### config.mk
export PLATFORM = sky130hd
export DESIGN_NAME = dpg_top
export DESIGN_NICKNAME = d
export VERILOG_FILES = /design/src/common/dpg_pkg.sv /design/src/design/dpg_pin.sv /design/src/design/dpg_top.sv
export SDC_FILE = /design/constraint.sdc
export NUM_CORES = 1
export LEC_CHECK = 0
export ABC_AREA = 1
export BUFFER_PORTS_ARGS = -buffer_cell sky130_fd_sc_hd__buf_2
export CAP_MARGIN = 20
export CORE_MARGIN = 4
export CORE_UTILIZATION = 50
export CTS_BUF_LIST = sky130_fd_sc_hd__clkbuf_2
export DETAILED_ROUTE_END_ITERATION = 7
export PLACE_DENSITY = 0.88
export SKIP_CTS_REPAIR_TIMING = 1
export SLEW_MARGIN = 20
export SYNTH_ARGS = -nofsm -noshare
export SYNTH_HDL_FRONTEND = slang
export SYNTH_HIERARCHICAL = 1
export SYNTH_SLANG_ARGS = --single-unit
### constraint.sdc
create_clock -name clk_i -period 2.6 [get_ports clk_i]
set_input_delay 0.13 -clock clk_i [delete_from_list [all_inputs] [get_ports clk_i]]
set_output_delay 0.13 -clock clk_i [all_outputs]
set_load 0.02 [all_outputs]
### src/common/dpg_pkg.sv
// Notes on behaviour
// - Upper pin change raises event when enabled.
// - Lower pin change raises event when enabled.
// - Event sets status bit, mask gates interrupt.
// - Upper invert bit flips upper pin polarity.
// - Lower invert bit flips lower pin polarity.
// - Upper output enable bit drives upper pin.
// - Lower output enable bit drives lower pin.
// - Output enable zero leaves pin undriven.
// - Upper level read returns live input.
// - Upper level write sets driven level.
// - Lower level read returns live input.
// - Lower level write sets driven level.
// - Reserved fields read zero, ignore writes.
// - Bits beside interrupt enables read zero.
package dpg_pkg;
   localparam logic [7:0] PIN_CTRL_OFFSET = 8'hfc;
   localparam logic [31:0] PIN_CTRL_RESET = 32'h00000000;
   // Bits that hold state or show live levels; every other bit reads zero.
   localparam logic [31:0] PIN_CTRL_USED = 32'hb1b10000;
   localparam int UPPER_IRQ_EN_BIT = 31;
   localparam int UPPER_INVERT_BIT = 29;
   localparam int UPPER_OUT_EN_BIT = 28;
   localparam int UPPER_LEVEL_BIT = 24;
   localparam int LOWER_IRQ_EN_BIT = 23;
   localparam int LOWER_INVERT_BIT = 21;
   localparam int LOWER_OUT_EN_BIT = 20;
   localparam int LOWER_LEVEL_BIT = 16;
   localparam int UPPER_BYTE_LANE = 3;
   localparam int LOWER_BYTE_LANE = 2;
   // Edges from reset release before change detection is trusted.
   localparam logic [1:0] PRIME_EDGES = 2'h3;
endpackage

### src/design/dpg_pin.sv
`timescale 1ns/1ps
module dpg_pin (
   // Clock and reset
   input wire logic clk_i,
   input wire logic rst_i,
   // Pin and control
   input wire logic pin_i,
   input wire logic invert_i,
   // Results
   output logic level_o,
   output logic change_o
);
   typedef struct packed {
      logic meta;
      logic sync;
      logic last;
      logic [1:0] prime;
      logic level;
      logic change;
   } dpg_pin_state_t;

   dpg_pin_state_t state_r;
   dpg_pin_state_t state_nxt;

   always_comb begin
      state_nxt = state_r;
      state_nxt.meta = pin_i;
      state_nxt.sync = state_r.meta;
      state_nxt.last = state_r.sync;
      if (state_r.prime != dpg_pkg::PRIME_EDGES) begin
         state_nxt.prime = 2'(state_r.prime + 2'h1);
      end
      // Change is watched on the raw level so that an invert write is not an event.
      state_nxt.change = (state_r.prime == dpg_pkg::PRIME_EDGES) &&
                         (state_r.sync != state_r.last);
      state_nxt.level = state_r.sync ^ invert_i;
   end

   always_ff @(posedge clk_i or posedge rst_i) begin
      if (rst_i) begin
         state_r <= '0;
      end else begin
         state_r <= state_nxt;
      end
   end

   assign level_o = state_r.level;
   assign change_o = state_r.change;
endmodule

### src/design/dpg_top.sv
`timescale 1ns/1ps
module dpg_top #(
   parameter int ADDR_W = 8
) (
   // Clock and reset
   input wire logic clk_i,
   input wire logic rst_i,
   // Configuration space access
   input wire logic [ADDR_W-1:0] cfg_addr_i,
   input wire logic cfg_wr_i,
   input wire logic cfg_rd_i,
   input wire logic [3:0] cfg_be_i,
   input wire logic [31:0] cfg_wdata_i,
   output logic [31:0] cfg_rdata_o,
   output logic cfg_rvalid_o,
   // Upper general pin
   input wire logic upper_general_pin_i,
   output logic upper_general_pin_o,
   output logic upper_general_pin_oe_o,
   // Lower general pin
   input wire logic lower_general_pin_i,
   output logic lower_general_pin_o,
   output logic lower_general_pin_oe_o,
   // General-purpose event towards the interrupt event and mask registers
   input wire logic gp_event_clear_i,
   input wire logic gp_event_mask_i,
   output logic gp_event_o,
   output logic gp_event_status_o,
   output logic gp_irq_o
);
   if (ADDR_W < 8) begin : g_addr_check
      $error("dpg_top: ADDR_W must be at least 8 to reach the register offset");
   end

   typedef struct packed {
      logic upper_irq_en;
      logic upper_invert;
      logic upper_out_en;
      logic upper_drive;
      logic lower_irq_en;
      logic lower_invert;
      logic lower_out_en;
      logic lower_drive;
   } dpg_ctrl_t;

   typedef struct packed {
      dpg_ctrl_t ctrl;
      logic upper_pin;
      logic upper_oe;
      logic lower_pin;
      logic lower_oe;
      logic [31:0] rdata;
      logic rvalid;
      logic event_pulse;
      logic status;
      logic irq;
   } dpg_state_t;

   dpg_state_t state_r;
   dpg_state_t state_nxt;

   logic upper_level;
   logic upper_change;
   logic lower_level;
   logic lower_change;
   logic hit;
   logic [31:0] read_word;

   dpg_pin u_upper (
      .clk_i(clk_i),
      .rst_i(rst_i),
      .pin_i(upper_general_pin_i),
      .invert_i(state_r.ctrl.upper_invert),
      .level_o(upper_level),
      .change_o(upper_change)
   );

   dpg_pin u_lower (
      .clk_i(clk_i),
      .rst_i(rst_i),
      .pin_i(lower_general_pin_i),
      .invert_i(state_r.ctrl.lower_invert),
      .level_o(lower_level),
      .change_o(lower_change)
   );

   // Widening the offset covers the upper address bits without an empty part-select.
   assign hit = (cfg_addr_i == ADDR_W'(dpg_pkg::PIN_CTRL_OFFSET));

   // Only the used bits are ever set; reserved bits stay zero on reads.
   always_comb begin
      read_word = 32'h00000000;
      read_word[dpg_pkg::UPPER_IRQ_EN_BIT] = state_r.ctrl.upper_irq_en;
      read_word[dpg_pkg::UPPER_INVERT_BIT] = state_r.ctrl.upper_invert;
      read_word[dpg_pkg::UPPER_OUT_EN_BIT] = state_r.ctrl.upper_out_en;
      read_word[dpg_pkg::UPPER_LEVEL_BIT] = upper_level;
      read_word[dpg_pkg::LOWER_IRQ_EN_BIT] = state_r.ctrl.lower_irq_en;
      read_word[dpg_pkg::LOWER_INVERT_BIT] = state_r.ctrl.lower_invert;
      read_word[dpg_pkg::LOWER_OUT_EN_BIT] = state_r.ctrl.lower_out_en;
      read_word[dpg_pkg::LOWER_LEVEL_BIT] = lower_level;
   end

   always_comb begin
      state_nxt = state_r;
      // Byte lanes gate writes; reserved bits have no storage at all.
      if (cfg_wr_i && hit && cfg_be_i[dpg_pkg::UPPER_BYTE_LANE]) begin
         state_nxt.ctrl.upper_irq_en = cfg_wdata_i[dpg_pkg::UPPER_IRQ_EN_BIT];
         state_nxt.ctrl.upper_invert = cfg_wdata_i[dpg_pkg::UPPER_INVERT_BIT];
         state_nxt.ctrl.upper_out_en = cfg_wdata_i[dpg_pkg::UPPER_OUT_EN_BIT];
         state_nxt.ctrl.upper_drive = cfg_wdata_i[dpg_pkg::UPPER_LEVEL_BIT];
      end
      if (cfg_wr_i && hit && cfg_be_i[dpg_pkg::LOWER_BYTE_LANE]) begin
         state_nxt.ctrl.lower_irq_en = cfg_wdata_i[dpg_pkg::LOWER_IRQ_EN_BIT];
         state_nxt.ctrl.lower_invert = cfg_wdata_i[dpg_pkg::LOWER_INVERT_BIT];
         state_nxt.ctrl.lower_out_en = cfg_wdata_i[dpg_pkg::LOWER_OUT_EN_BIT];
         state_nxt.ctrl.lower_drive = cfg_wdata_i[dpg_pkg::LOWER_LEVEL_BIT];
      end
      // Pins follow the new control value at the same edge the register takes it.
      state_nxt.upper_pin = state_nxt.ctrl.upper_drive ^ state_nxt.ctrl.upper_invert;
      state_nxt.upper_oe = state_nxt.ctrl.upper_out_en;
      state_nxt.lower_pin = state_nxt.ctrl.lower_drive ^ state_nxt.ctrl.lower_invert;
      state_nxt.lower_oe = state_nxt.ctrl.lower_out_en;
      // Other configuration offsets belong to other blocks, so they get no answer here.
      state_nxt.rvalid = cfg_rd_i && hit;
      state_nxt.rdata = (cfg_rd_i && hit) ? read_word : 32'h00000000;
      state_nxt.event_pulse = (upper_change && state_r.ctrl.upper_irq_en) ||
                              (lower_change && state_r.ctrl.lower_irq_en);
      // A new event beats a clear that lands in the same cycle.
      state_nxt.status = state_r.event_pulse ||
                         (state_r.status && !gp_event_clear_i);
      state_nxt.irq = state_nxt.status && gp_event_mask_i;
   end

   always_ff @(posedge clk_i or posedge rst_i) begin
      if (rst_i) begin
         state_r <= '0;
         state_r.ctrl <= dpg_ctrl_t'(8'h00);
      end else begin
         state_r <= state_nxt;
      end
   end

   assign cfg_rdata_o = state_r.rdata;
   assign cfg_rvalid_o = state_r.rvalid;
   assign upper_general_pin_o = state_r.upper_pin;
   assign upper_general_pin_oe_o = state_r.upper_oe;
   assign lower_general_pin_o = state_r.lower_pin;
   assign lower_general_pin_oe_o = state_r.lower_oe;
   assign gp_event_o = state_r.event_pulse;
   assign gp_event_status_o = state_r.status;
   assign gp_irq_o = state_r.irq;
endmodule

==> run_results.csv <==
group,metric,value,unit
critical_path,reg2reg_depth,3,
final_layout,fill_cells,288,
yosys,ys_top_cells_by_area,"dfrtp_1 (52%), buf_4 (14%), nand2_1 (6.9%), inv_1 (6.1%), nor2_1 (4.3%)",
timing,holdWs,3.13,ps
critical_path,crit_fanout,2,
placed_design,port_buffers,41,
critical_path,crit_required,2920,ps
timing,timing.slew.headroom,0.479,
yosys,ys_warn_count,6,
timing,timing.fmax,811,MHz
cts,clock_sinks,36,
global_route,grt-ovfl-total,0,
min_path,worstHoldEndpoint,"upper_general_pin_oe_o$_DFFE_PP0N_",
final_layout,fin_util,0.594,
final_layout,drive_gt1_frac,0.273,
final_layout,area_growth,14.4,%
drt,vias,1164,
global_route,grt_pass1_vias,1015,
global_route,grt_pass1_wl,4.15,mm
yosys,synth_area_leader_cell,"dfrtp_1",
floorplanning,initial_core_util,0.519,
final_layout,antenna-diode-count,0,
cts,cts_root_buffer,"clkbuf_2",
timing,skew,6.03,ps
min_path,hp-start,"cfg_wdata_i[28]",
drt,drc,0,
cts,cts_tree,"done",
critical_path,slowest_delay,560,ps
floorplanning,die-width,66.9,um
global_route,grt_max_degree,23,
final_layout,multiInputGateArea,564,um^2
yosys,synth_commonest_cells,"dfrtp_1 (36), buf_4 (32), nand2_1 (32)",
timing,hold_viol,0,
placed_design,pre_cts_slack,1540,ps
pwr,power.total,1.05,mW
floorplanning,chipHeight,66.9,um
drt,viasPerCell,4.20,
yosys,avgSynthCellArea,9.42,um^2
yosys,synth_area,0.00173,mm^2
yosys,syn_inst,184,
floorplanning,io_pins,92,
timing,tightest_slew,781,ps
timing,setup_tns,0,ps
timing,rsz0062_at_grt,"false",
critical_path,path_class,"in2reg",
drt,dr.pass1.iters,4,
yosys,synth_top_area_frac,0.520,
critical_path,start_kind,"primary input",
critical_path,critPathCaptureType,"flop",
cts,worstSkewPairLatency,370,ps
yosys,synth-xor-area-share,0.0101,
timing,setup_viol,0,
status,outcome,"complete, no violations",
timing,setup_ws,1370,ps
yosys,synth-edff-count,0,
floorplanning,num_rows,21,
final_layout,final_cells,277,
placed_design,dp_cells,261,
yosys,dominantRegCellSynth,"dfrtp_1",
floorplanning,dieArea,0.00447,mm^2
critical_path,crit_chain,"dlygate4sd3_1, buf_2, inv_1, nand2_1, a21boi_0, dlygate4sd3_1",
pwr,ir_drop,0.356,mV
final_layout,final_nets,284,
job,drv_cap,0,
timing,post-route-period-util,0.474,
drt,drt_iter0_drc,41,
critical_path,worstPathArrival,1560,ps
critical_path,r2r_start,"gp_event_status_o$_DFF_PP0_",
timing,drv_slew,0,
placed_design,dp_hpwl,2.07,mm
placed_design,gp_congestion,0.834,
yosys,ys_seq_elements,36,
critical_path,cp_slowest_cell,"dlygate4sd3_1",
yosys,synthAdderAreaFrac,0.0144,
cts,htree_levels,2,
critical_path,critPathLaunch,"gp_event_clear_i",
global_route,antenna_found_initial,0,
final_layout,seq_area,901,um^2
cts,clk_path_buf_depth,2,
yosys,ys_types,21,
pwr,power.density,528,mW/mm^2
yosys,muxShareOfSynthArea,0,
yosys,synth_most_common_cell,"dfrtp_1",
global_route,grt.total_usage,0.128,
pwr,power_leakage,1.19,nW
cts,cts_made_buffers,5,
placed_design,dpl_cell_area,0.00184,mm^2
floorplanning,core-area,0.00334,mm^2
min_path,worstHoldPathType,"in2reg",
yosys,ys_seq_area_frac,0.520,
drt,wirelength,2.67,mm
critical_path,crit_top_cell,"dlygate4sd3_1",
final_layout,design_area,0.00198,mm^2
drt,routedWlPerCell,9.65,um
yosys,yosys.area_share.simple,0.222,
critical_path,reg2reg_setup_slack,1400,ps
yosys,async_flop_share,1.00,
cts,clk_pin_slew,160,ps
critical_path,r2r-end,"gp_irq_o$_DFF_PP0_",
min_path,min_path_cells,3,
yosys,synth_top_family_by_area,"simple AND/OR/NAND/NOR gates",
yosys,synth_compound_area_frac,0.0267,
drt,ant_nets,0,
timing,period_needed,1230,ps
-- layout by cell type, fill, tap and decap left out, drive strengths merged --
cell type     n
inv          29
nand2        39
nand4        10
clkinv        1
nor2         24
a21oi         4
a22o          1
clkbuf        6
bufinv        1
buf          41
dfrtp        36
ha            2
dlygate4sd3   8
conb         24
a21boi        1
o21ai         2
xnor2         2
-- power by group --
group / switching (mW) / total, mW / internal [mW]
Clock: 0.176 / 0.342 / 0.166
Sequential: 0.00778 / 0.585 / 0.577
Combinational: 0.0823 / 0.120 / 0.0376
-- state kept, by name, indices dropped and copies added, names as in the netlist, 2 cells and up --
name / count
u_lower/state_nxt: 2
cfg_rdata_o: 8
u_upper/state_r: 3
state_r: 2
u_upper/state_nxt: 2
u_lower/state_r: 3
read_word: 4
-- layout make-up --
type | instances | share of cell area
Inverter | 29 | 0.0549
Tap cell | 46 | 0.0290
Sequential cell | 36 | 0.455
Clock buffer | 6 | 0.0152
Clock inverter | 2 | 0.0177
Multi-Input combinational cell | 109 | 0.285
Timing Repair Buffer | 49 | 0.144
-- worst max-delay path, delay by kind of cell --
kind / cells / cell delay, ps
buffers and inverters: 4 / 1250
AO/OA/AOI/OAI: 1 / 130
AND/OR/NAND/NOR: 1 / 50
-- kinds of logic (layout without fill, tap and decap cells) --
group | after synthesis | in the layout
AND/OR/NAND/NOR | 73 | 73
buffers and inverters | 62 | 86
flip-flops | 36 | 36
AO/OA/AOI/OAI | 8 | 8
adder cells (fa/ha/maj) | 2 | 2
XOR/XNOR | 2 | 2
other | 1 | 24
-- routing by layer --
metal | share of wire | vias up | routed length (um) | global-route usage
met5 | 0 | - | 0 | 0
met4 | 0.016 | 0 | 42 | 0.0532
met3 | 0.080 | 5 | 215 | 0.0556
met2 | 0.50 | 41 | 1340 | 0.212
met1 | 0.40 | 525 | 1070 | 0.144
li1 | - | 593 | - | -
-- worst max path at each step --
stage / endpoint / slack [ps] / depth (start not counted)
floorplan: u_lower/state_r[3]$_DFFE_PP0P_ / 1730 / 3
global placement: upper_general_pin_o$_DFF_PP0_ / 1550 / 9
detailed placement: upper_general_pin_o$_DFF_PP0_ / 1540 / 9
CTS: upper_general_pin_oe_o / 1500 / 1
global route: gp_irq_o$_DFF_PP0_ / 1350 / 6
finish: gp_irq_o$_DFF_PP0_ / 1370 / 6
Power figures use the tool's default switching activity.
